--- config.mk ---
export PLATFORM = sky130hd
export DESIGN_NAME = ftp_ctrl
export DESIGN_NICKNAME = d
export VERILOG_FILES = /design/src/design/ftp_pkg.sv /design/src/design/ftp_ctrl.sv /design/src/design/ftp_timer.sv
export SDC_FILE = /design/constraint.sdc
export NUM_CORES = 1
export LEC_CHECK = 0
export ABC_CLOCK_PERIOD_IN_PS = 2650
export BUFFER_PORTS_ARGS = -buffer_cell sky130_fd_sc_hd__buf_2
export CAP_MARGIN = 20
export CORE_ASPECT_RATIO = 0.7
export CORE_UTILIZATION = 55
export DETAILED_ROUTE_END_ITERATION = 16
export GPL_ROUTABILITY_DRIVEN = 0
export PLACE_DENSITY = 0.77
export SLEW_MARGIN = 10
export SYNTH_ARGS = -nofsm -noshare
export SYNTH_HDL_FRONTEND = slang
export SYNTH_HIERARCHICAL = 1
export SYNTH_SLANG_ARGS = --single-unit
--- constraint.sdc ---
create_clock -name i_clk -period 2.65 [get_ports i_clk]
set_input_delay 0.1325 -clock i_clk [delete_from_list [all_inputs] [get_ports i_clk]]
set_output_delay 0.1325 -clock i_clk [all_outputs]
set_load 0.01 [all_outputs]
--- src/design/ftp_pkg.sv ---
// Constants, codes and states for the fuse trim programmer
package ftp_pkg;
    localparam int FTP_CLK_NS = 20;
    // Pulse and wait times in microseconds
    localparam int FTP_T_OFF_US = 1000;
    localparam int FTP_T_PWRUP_US = 1000;
    localparam int FTP_T_PULSE_US = 20;
    localparam int FTP_T_GAP_US = 20;
    localparam int FTP_T_BURN_US = 100;
    localparam int FTP_T_SETTLE_US = 200;
    localparam int FTP_T_CHECK_US = 100;
    // Least times, rounded up to whole cycles
    localparam int FTP_CYC_OFF = (FTP_T_OFF_US * 1000 + FTP_CLK_NS - 1) / FTP_CLK_NS;
    localparam int FTP_CYC_PWRUP = (FTP_T_PWRUP_US * 1000 + FTP_CLK_NS - 1) / FTP_CLK_NS;
    localparam int FTP_CYC_PULSE = (FTP_T_PULSE_US * 1000 + FTP_CLK_NS - 1) / FTP_CLK_NS;
    localparam int FTP_CYC_GAP = (FTP_T_GAP_US * 1000 + FTP_CLK_NS - 1) / FTP_CLK_NS;
    localparam int FTP_CYC_BURN = (FTP_T_BURN_US * 1000 + FTP_CLK_NS - 1) / FTP_CLK_NS;
    localparam int FTP_CYC_SETTLE = (FTP_T_SETTLE_US * 1000 + FTP_CLK_NS - 1) / FTP_CLK_NS;
    localparam int FTP_CYC_CHECK = (FTP_T_CHECK_US * 1000 + FTP_CLK_NS - 1) / FTP_CLK_NS;
    localparam int FTP_TMR_W = 20;
    // Supply pin levels
    localparam logic [1:0] FTP_LVL_OFF = 2'h0;
    localparam logic [1:0] FTP_LVL_NORM = 2'h1;
    localparam logic [1:0] FTP_LVL_MID = 2'h2;
    localparam logic [1:0] FTP_LVL_HIGH = 2'h3;
    // User commands
    localparam logic [2:0] FTP_CMD_TRY = 3'h0;
    localparam logic [2:0] FTP_CMD_BLOW = 3'h1;
    localparam logic [2:0] FTP_CMD_CHK_LO = 3'h2;
    localparam logic [2:0] FTP_CMD_CHK_HI = 3'h3;
    localparam logic [2:0] FTP_CMD_LOCK = 3'h4;
    // Keys and codes
    localparam logic [3:0] FTP_KEY_CHECK = 4'h7;
    localparam logic [3:0] FTP_KEY_LOCK = 4'h7;
    localparam logic [3:0] FTP_BLOW_KEY_MIDS = 4'h9;
    localparam logic [5:0] FTP_LOCK_BIT = 6'h03;
    localparam logic [5:0] FTP_MAX_BIT = 6'h05;
    localparam logic [5:0] FTP_CODE_CHK_LO = 6'h07;
    localparam logic [5:0] FTP_CODE_CHK_HI = 6'h0f;
    typedef enum logic [1:0] {FTP_SEG_KEY, FTP_SEG_MODE, FTP_SEG_ADDR} ftp_seg_e;
    typedef enum logic [3:0] {
        FTP_S_IDLE, FTP_S_OFF, FTP_S_PWRUP, FTP_S_NEXT, FTP_S_MID,
        FTP_S_HIGH, FTP_S_GAP, FTP_S_BURN, FTP_S_SETTLE
    } ftp_state_e;
endpackage

--- src/design/ftp_ctrl.sv ---
// Programmer that trims the switch by pulsing its supply pin
`timescale 1ns/1ps
module ftp_ctrl import ftp_pkg::*; #(
    parameter int CYC_OFF = FTP_CYC_OFF,
    parameter int CYC_PWRUP = FTP_CYC_PWRUP,
    parameter int CYC_PULSE = FTP_CYC_PULSE,
    parameter int CYC_GAP = FTP_CYC_GAP,
    parameter int CYC_BURN = FTP_CYC_BURN,
    parameter int CYC_SETTLE = FTP_CYC_SETTLE,
    parameter int CYC_CHECK = FTP_CYC_CHECK
) (
    input wire logic i_clk,
    input wire logic i_rstn,
    input wire logic i_start,
    input wire logic [2:0] i_cmd,
    input wire logic [3:0] i_key,
    input wire logic [5:0] i_code,
    input wire logic i_marginal,
    output logic [1:0] o_vcc_level,
    output logic o_busy,
    output logic o_done,
    output logic o_refused,
    output logic o_marginal,
    output logic o_locked
);
    ftp_state_e state_q, state_d;
    ftp_seg_e seg_q, seg_d;
    logic [5:0] cnt_q, cnt_d;
    logic [5:0] addr_q, addr_d;
    logic [3:0] key_q, key_d;
    logic blow_q, blow_d, check_q, check_d, lock_q, lock_d;
    logic [1:0] lvl_q, lvl_d;
    logic tmr_go;
    logic [FTP_TMR_W-1:0] tmr_len;
    logic tmr_done;
    logic done_q, done_d, ref_q, ref_d, marg_q, marg_d, locked_q, locked_d;
    logic s1_q, s2_q, s3_q, sense_q;
    logic busy_q;

    // Supply current sense comes from an analog comparator, so synchronise
    always_ff @(posedge i_clk or negedge i_rstn) begin
        if (!i_rstn) begin
            s1_q <= 1'b0;
            s2_q <= 1'b0;
            s3_q <= 1'b0;
            sense_q <= 1'b0;
        end else begin
            s1_q <= i_marginal;
            s2_q <= s1_q;
            s3_q <= s2_q;
            if (s2_q == s3_q) sense_q <= s3_q;
        end
    end

    wire logic is_blow = (i_cmd == FTP_CMD_BLOW) || (i_cmd == FTP_CMD_LOCK);
    wire logic is_chk = (i_cmd == FTP_CMD_CHK_LO) || (i_cmd == FTP_CMD_CHK_HI);
    wire logic bad_cmd = (i_cmd > FTP_CMD_LOCK);
    // One-hot addressing only reaches six bits
    wire logic bad_bit = (i_cmd == FTP_CMD_BLOW) && (i_code > FTP_MAX_BIT);
    // Fuse check stays legal after lock, nothing else does
    wire logic lock_blk = locked_q && !is_chk;
    wire logic accept = i_start && (state_q == FTP_S_IDLE);
    wire logic refuse = bad_cmd || bad_bit || lock_blk;
    wire logic [5:0] chk_code = (i_cmd == FTP_CMD_CHK_HI) ? FTP_CODE_CHK_HI : FTP_CODE_CHK_LO;
    wire logic [5:0] cmd_code = (i_cmd == FTP_CMD_LOCK) ? FTP_LOCK_BIT :
                                 is_chk ? chk_code : i_code;
    wire logic [3:0] cmd_key = (i_cmd == FTP_CMD_LOCK) ? FTP_KEY_LOCK :
                                is_chk ? FTP_KEY_CHECK : i_key;
    // Blow addresses bit n with n+1 mid pulses, try sends the code itself
    wire logic [5:0] addr_cnt = blow_q ? addr_q + 6'h01 : addr_q;

    always_comb begin
        state_d = state_q;
        seg_d = seg_q;
        cnt_d = cnt_q;
        addr_d = addr_q;
        key_d = key_q;
        blow_d = blow_q;
        check_d = check_q;
        lock_d = lock_q;
        lvl_d = lvl_q;
        tmr_go = 1'b0;
        tmr_len = '0;
        done_d = 1'b0;
        ref_d = 1'b0;
        marg_d = marg_q;
        locked_d = locked_q;
        case (state_q)
            FTP_S_IDLE: begin
                if (accept && refuse) begin
                    ref_d = 1'b1;
                end else if (accept) begin
                    key_d = cmd_key;
                    addr_d = cmd_code;
                    blow_d = is_blow;
                    check_d = is_chk;
                    lock_d = (i_cmd == FTP_CMD_LOCK);
                    // Every sequence starts from a power cycle
                    lvl_d = FTP_LVL_OFF;
                    tmr_go = 1'b1;
                    tmr_len = FTP_TMR_W'(CYC_OFF);
                    state_d = FTP_S_OFF;
                end
            end
            FTP_S_OFF: if (tmr_done) begin
                lvl_d = FTP_LVL_NORM;
                tmr_go = 1'b1;
                tmr_len = FTP_TMR_W'(CYC_PWRUP);
                state_d = FTP_S_PWRUP;
            end
            FTP_S_PWRUP: if (tmr_done) begin
                seg_d = FTP_SEG_KEY;
                cnt_d = {2'h0, key_q};
                state_d = FTP_S_NEXT;
            end
            FTP_S_NEXT: begin
                tmr_go = 1'b1;
                if (cnt_q != 6'h00) begin
                    cnt_d = cnt_q - 6'h01;
                    lvl_d = FTP_LVL_MID;
                    tmr_len = FTP_TMR_W'(CYC_PULSE);
                    state_d = FTP_S_MID;
                end else if (seg_q != FTP_SEG_ADDR) begin
                    lvl_d = FTP_LVL_HIGH;
                    tmr_len = FTP_TMR_W'(CYC_PULSE);
                    state_d = FTP_S_HIGH;
                end else if (blow_q) begin
                    lvl_d = FTP_LVL_HIGH;
                    tmr_len = FTP_TMR_W'(CYC_BURN);
                    state_d = FTP_S_BURN;
                end else begin
                    // Try codes take effect at once; try and check both wait CYC_CHECK in settle before done
                    tmr_len = FTP_TMR_W'(CYC_CHECK);
                    state_d = FTP_S_SETTLE;
                end
            end
            FTP_S_MID, FTP_S_HIGH: if (tmr_done) begin
                lvl_d = FTP_LVL_NORM;
                tmr_go = 1'b1;
                tmr_len = FTP_TMR_W'(CYC_GAP);
                state_d = FTP_S_GAP;
                if (state_q == FTP_S_HIGH && seg_q == FTP_SEG_KEY && blow_q) begin
                    seg_d = FTP_SEG_MODE;
                    cnt_d = {2'h0, FTP_BLOW_KEY_MIDS};
                end else if (state_q == FTP_S_HIGH) begin
                    seg_d = FTP_SEG_ADDR;
                    cnt_d = addr_cnt;
                end
            end
            FTP_S_GAP: if (tmr_done) state_d = FTP_S_NEXT;
            FTP_S_BURN: if (tmr_done) begin
                lvl_d = FTP_LVL_NORM;
                tmr_go = 1'b1;
                tmr_len = FTP_TMR_W'(CYC_SETTLE);
                state_d = FTP_S_SETTLE;
            end
            FTP_S_SETTLE: if (tmr_done) begin
                done_d = 1'b1;
                state_d = FTP_S_IDLE;
                if (blow_q) begin
                    lvl_d = FTP_LVL_OFF;
                    if (lock_q) locked_d = 1'b1;
                end
                if (check_q) marg_d = sense_q;
            end
            default: begin
                lvl_d = FTP_LVL_OFF;
                state_d = FTP_S_IDLE;
            end
        endcase
    end

    ftp_timer #(
        .W(FTP_TMR_W)
    ) u_timer (
        .i_clk(i_clk),
        .i_rstn(i_rstn),
        .i_start(tmr_go),
        .i_len(tmr_len),
        .o_done(tmr_done)
    );

    always_ff @(posedge i_clk or negedge i_rstn) begin
        if (!i_rstn) begin
            state_q <= FTP_S_IDLE;
            seg_q <= FTP_SEG_KEY;
            cnt_q <= 6'h00;
            addr_q <= 6'h00;
            key_q <= 4'h0;
            {blow_q, check_q, lock_q} <= 3'h0;
            lvl_q <= FTP_LVL_OFF;
            {done_q, ref_q, marg_q, locked_q} <= 4'h0;
            busy_q <= 1'b0;
        end else begin
            state_q <= state_d;
            seg_q <= seg_d;
            cnt_q <= cnt_d;
            addr_q <= addr_d;
            key_q <= key_d;
            {blow_q, check_q, lock_q} <= {blow_d, check_d, lock_d};
            lvl_q <= lvl_d;
            {done_q, ref_q, marg_q, locked_q} <= {done_d, ref_d, marg_d, locked_d};
            // Busy from the next state, so the pin carries no decode glitch
            busy_q <= (state_d != FTP_S_IDLE);
        end
    end

    assign o_vcc_level = lvl_q;
    assign o_busy = busy_q;
    assign o_done = done_q;
    assign o_refused = ref_q;
    assign o_marginal = marg_q;
    assign o_locked = locked_q;

    // Helper counters watched only by the checks below
    logic [1:0] burns_q;
    logic [3:0] mode_mids_q;
    logic [FTP_TMR_W-1:0] settle_el_q;
    always_ff @(posedge i_clk or negedge i_rstn) begin
        if (!i_rstn) begin
            burns_q <= 2'h0;
            mode_mids_q <= 4'h0;
            settle_el_q <= '0;
        end else begin
            if (lvl_q == FTP_LVL_OFF) burns_q <= 2'h0;
            else if (state_d == FTP_S_BURN && state_q != FTP_S_BURN) burns_q <= burns_q + 2'h1;
            if (seg_q != FTP_SEG_MODE) mode_mids_q <= 4'h0;
            else if (state_d == FTP_S_MID && state_q != FTP_S_MID)
                mode_mids_q <= mode_mids_q + 4'h1;
            settle_el_q <= (state_q == FTP_S_SETTLE) ? settle_el_q + 1'b1 : '0;
        end
    end

    property p_one_burn;
        @(posedge i_clk) disable iff (!i_rstn) (lvl_q != FTP_LVL_OFF) |-> (burns_q <= 2'h1);
    endproperty
    a_one_burn: assert property (p_one_burn) else $error("second burn without power cycle");
    property p_blow_key;
        @(posedge i_clk) disable iff (!i_rstn)
            (seg_q == FTP_SEG_MODE && seg_d == FTP_SEG_ADDR) |-> (mode_mids_q == 4'h9);
    endproperty
    a_blow_key: assert property (p_blow_key) else $error("blow key not nine mids");
    property p_lock_seq;
        @(posedge i_clk) disable iff (!i_rstn) (accept && !refuse && i_cmd == FTP_CMD_LOCK)
            |=> (key_q == 4'h7 && addr_q == 6'h03 && blow_q && state_q == FTP_S_OFF);
    endproperty
    a_lock_seq: assert property (p_lock_seq) else $error("lock sequence set up wrong");
    property p_settle;
        @(posedge i_clk) disable iff (!i_rstn)
            (state_q == FTP_S_SETTLE && blow_q && lvl_d == FTP_LVL_OFF)
            |-> (settle_el_q >= FTP_TMR_W'(CYC_SETTLE));
    endproperty
    a_settle: assert property (p_settle) else $error("power removed before settle");
    property p_refuse_locked;
        @(posedge i_clk) disable iff (!i_rstn)
            (accept && locked_q && (i_cmd == FTP_CMD_BLOW || i_cmd == FTP_CMD_TRY))
            |=> (o_refused && !o_busy);
    endproperty
    a_refuse_locked: assert property (p_refuse_locked) else $error("programming after lock");
    property p_burn_high;
        @(posedge i_clk) disable iff (!i_rstn)
            $rose(state_q == FTP_S_BURN) |-> (o_vcc_level == FTP_LVL_HIGH)[*8];
    endproperty
    a_burn_high: assert property (p_burn_high) else $error("burn pulse dropped early");
    property p_no_burn_try;
        @(posedge i_clk) disable iff (!i_rstn) (state_q == FTP_S_BURN) |-> blow_q;
    endproperty
    a_no_burn_try: assert property (p_no_burn_try) else $error("burn in try sequence");
    property p_bad_bit;
        @(posedge i_clk) disable iff (!i_rstn)
            (accept && i_cmd == FTP_CMD_BLOW && i_code > 6'h05) |=> ##[0:2] o_refused;
    endproperty
    a_bad_bit: assert property (p_bad_bit) else $error("out of range bit accepted");
    c_lock: cover property (@(posedge i_clk) disable iff (!i_rstn) $rose(o_locked));
    c_check: cover property (@(posedge i_clk) disable iff (!i_rstn) $rose(o_marginal));
    c_refuse: cover property (@(posedge i_clk) disable iff (!i_rstn) o_refused);
endmodule

--- src/design/ftp_timer.sv ---
// Down-counting interval timer for pulse and wait lengths
`timescale 1ns/1ps
module ftp_timer import ftp_pkg::*; #(
    parameter int W = FTP_TMR_W
) (
    input wire logic i_clk,
    input wire logic i_rstn,
    input wire logic i_start,
    input wire logic [W-1:0] i_len,
    output logic o_done
);
    logic [W-1:0] cnt_q;
    logic done_q;
    wire logic last = (cnt_q == {{(W-1){1'b0}}, 1'b1});

    always_ff @(posedge i_clk or negedge i_rstn) begin
        if (!i_rstn) begin
            cnt_q <= '0;
            done_q <= 1'b0;
        end else if (i_start) begin
            cnt_q <= i_len;
            done_q <= 1'b0;
        end else begin
            if (cnt_q != '0) cnt_q <= cnt_q - 1'b1;
            done_q <= last;
        end
    end

    assign o_done = done_q;
endmodule

==> Implementation_results.wiki <==
{| class="wikitable"
! Metric !! Value
|-
| Detailed Route WL || 8.88 mm
|-
| Max VDD drop || 0.522 mV
|-
| Number of DRC markers in iteration 0 || 420
|-
| Clk Latency, worst-skew pair || 340 ps
|-
| Area growth from synthesis to layout || 16.4%
|-
| Share of power burned in registers || 0.450
|-
| Chip width || 96.1 microns
|-
| Portion of the clock cycle consumed by the worst path in the final layout || 0.947
|-
| Max_slew headroom || 0.601
|-
| Most common library cell in the layout ignoring fill and taps || dfrtp_1
|-
| Layout cells sized above 1 || 0.203
|-
| Port Buf Inserts || 23
|-
| Share of synthesized cell area in full adder, half adder and majority cells || 0.0213
|-
| Syn avg cell area || 8.90 sq um
|-
| TritonCTS sink count || 57
|-
| Gr ovfl total || 0
|-
| Fraction of synthesized area in multiplexers || 0.0308
|-
| Setup TNS || 0 ps
|-
| Total I/O pin count || 24
|-
| Global Route Usage Sum || 0.299
|-
| Pins over their slew limit || 0
|-
| Core region area || 5840 sq um
|-
| Fin crit period || 2510 ps
|-
| Placement Rows || 23
|-
| Effective utilization at floorplan || 0.584
|-
| Fraction of power spent switching nets || 0.367
|-
| Worst hold-check slack || 22.8 ps
|-
| Total CTS buffers || 9
|-
| Global-route wire length before repair || 14.3 mm
|-
| Internal || 2000 uW
|-
| RSZ-0062 raised after global routing || false
|-
| Buffer cell driving the clock tree root || clkbuf_8
|-
| Sequential cell area fraction in the yosys report || 0.418
|-
| Crit Path Max Fanout || 11
|-
| Critical setup path kind || reg -> reg
|-
| Post-Synth Simple-Gate Area || 0.272
|-
| Dominant register cell in the synthesized netlist || dfrtp_1
|-
| Share of the synthesized area in compound gates (AO/OA/AOI/OAI) || 0.188
|-
| Combinational share of power || 0.258
|-
| Number of levels in the clock H-tree || 3
|-
| Total net switching power || 1160 uW
|-
| Routed wire per std cell || 17.7 microns
|-
| Fraction of synthesized cell area in xor and xnor cells || 0.0334
|-
| Number of cells produced by synthesis || 383
|-
| Hold Violations, Final || 0
|-
| Number of vias per cell after detailed routing || 6.43
|-
| Min-Delay Path Class || in -> reg
|-
| Data arrival time of the critical path || 2780 ps
|-
| Count of antenna-violating nets left after detailed routing || 0
|-
| Height of the die || 67.9 microns
|-
| Data required time of the worst path || 2920 ps
|-
| Total setup violations reported at the end of the flow || 0
|-
| Final net count || 445
|-
| Run status || finished, final reports clean
|-
| Max-cap check violation count || 0
|-
| Fmax || 399 MHz
|-
| Post-CTS clock slew at the launch and capture registers of the worst setup and hold paths || 70 ps
|-
| Vias in the first global route || 2841
|-
| Worst-Margin Slew || 593 ps
|-
| DPL Wire Length || 6.21 mm
|-
| Iteration count of the initial detailed-routing pass || 5
|-
| Most frequent cells in the layout || dfrtp_1 (56), nand2_1 (40), nor2_1 (39)
|-
| DRC viols || 0
|-
| Maximum number of pins on one net before global-route repair || 46
|-
| Antenna violations before repair || 0
|-
| Static leakage || 0.00179 uW
|-
| Crit. End Element || flip-flop
|-
| Power density normalized to cell area || 796 nW/um^2
|-
| Number of enable flip-flop cells after synthesis || 0
|-
| Clock buffer depth || 2
|-
| Combinational family with the most area after synthesis || simple AND/OR/NAND/NOR gates
|-
| Total standard cell area after synthesis || 3410 sq um
|-
| Unique masters post-synth || 64
|-
| Overall die area || 6520 sq um
|-
| Critical path startpoint category || flip-flop
|-
| Worst Clk Skew || 5.91 ps
|-
| Antenna cells || 0
|-
| Clock tree from TritonCTS || built
|-
| Sum of internal, switching and leakage power || 3160 uW
|-
| Fraction of registers with async set/reset || 1.00
|-
| Vias || 3233
|-
| Share of power burned in the clock network || 0.292
|-
| Fillers || 432
|-
| FF+latch count, synth || 57
|-
| Warning count from the yosys run || 6
|}
## per-layer routing
| layer | global-route usage | up-vias | routed length [microns] | share of wire |
|---|---|---|---|---|
| met5 | 0 | - | 0 | 0 |
| met4 | 0.0765 | 0 | 110 | 0.012 |
| met3 | 0.0933 | 17 | 757 | 0.085 |
| met2 | 0.408 | 170 | 3770 | 0.42 |
| met1 | 0.455 | 1584 | 4240 | 0.48 |
| li1 | - | 1462 | - | - |
## registers in the layout, summed over array words and instances (netlist names), 2 cells and up
| name | cells |
|---|---|
| state_q | 4 |
| addr_q | 6 |
| u_timer/cnt_q | 20 |
| key_q | 4 |
| o_vcc_level | 2 |
| cnt_q | 6 |
| seg_q | 2 |
## metrics by stage
step | worst slack, ps | instances | util | instance area [sq um]
finish | 141 | 503 | 0.679 | 3970
global placement | 350 | 484 | 0.631 | 3680
floorplan | 7.77 | 390 | - | 3440
global route | 0.0926 | 503 | 0.679 | 3970
detailed placement | 103 | 484 | 0.631 | 3680
CTS | 62.7 | 502 | 0.673 | 3930
## critical path, stage by stage, from the launching register on
cell and delay, ps:
dfrtp_2 480, nor2_2 190, nand3_1 190, or2_2 350, o21ai_0 180, nor4_2 90, and4_1 260, and3_1 190
or3_1 360, a2bb2oi_2 150
## power by group through the flow
stage / combinational (uW) / sequential (uW) / clock [uW]
floorplan: 613 / 1320 / 0
global placement: 756 / 1400 / 0
detailed placement: 786 / 1410 / 0
CTS: 790 / 1400 / 939
global route: 911 / 1450 / 971
finish: 815 / 1420 / 923
## kinds of logic after synthesis
group           Yosys count
buf+inv                  30
other cells               1
compound gates           97
mux                      10
xor+xnor                 13
fa+ha+maj                 6
simple gates            169
flops                    57
## final timing paths
path | start | endpoint | slack, ps | depth (start not counted)
setup / recovery | state_q[2] | u_timer/cnt_q[13] | 140 | 9
setup reg to reg | state_q[2] | u_timer/cnt_q[13] | 140 | 9
max in group asynchronous | i_rstn | state_q[2] | 1750 | 4
hold / removal | i_key[3] | key_q[3] | 20 | 3
min in group asynchronous | i_rstn | key_q[3] | 230 | 2
hold reg to reg | s1_q | s2_q | 360 | 0
## repair_timing
item                                   in CTS  in global routing
hold buffers                                2                  0
endpoints found under the hold margin      44                  0
buffers inserted                            0                  0
resized for setup                           0                  5
setup endpoints to repair                   0                  9
## synthesized netlist by cell type, types with 4 or more instances
cell | n | area share
a211oi_1 | 7 | 0.015
a21oi_1 | 19 | 0.028
a311oi_1 | 4 | 0.010
a31oi_1 | 7 | 0.013
buf_2 | 5 | 0.0073
clkbuf_1 | 14 | 0.015
dfrtp_1 | 57 | 0.42
ha_1 | 5 | 0.018
inv_1 | 10 | 0.011
mux2_2 | 4 | 0.013
mux2i_1 | 6 | 0.018
nand2_1 | 40 | 0.044
nand2b_1 | 8 | 0.015
nand3_1 | 11 | 0.016
nand4_1 | 6 | 0.011
nor2_1 | 40 | 0.044
nor2b_1 | 8 | 0.015
nor3_1 | 10 | 0.015
nor3b_1 | 4 | 0.0088
nor4_1 | 6 | 0.011
o21ai_0 | 28 | 0.041
o22ai_1 | 4 | 0.0073
o31ai_1 | 6 | 0.013
or2_2 | 5 | 0.0092
or3_1 | 5 | 0.0092
xnor2_1 | 10 | 0.026
## layout make-up
cell class,count,area [sq um],area share
Timing Repair Buffer,42,275,0.0694
Sequential cell,57,1430,0.360
Tap cell,75,93.8,0.0236
Clock buffer,9,124,0.0312
Multi-Input combinational cell,303,1910,0.481
Inverter,10,37.5,0.00946
Clock inverter,7,101,0.0255
(Power assumes the default switching activity.)
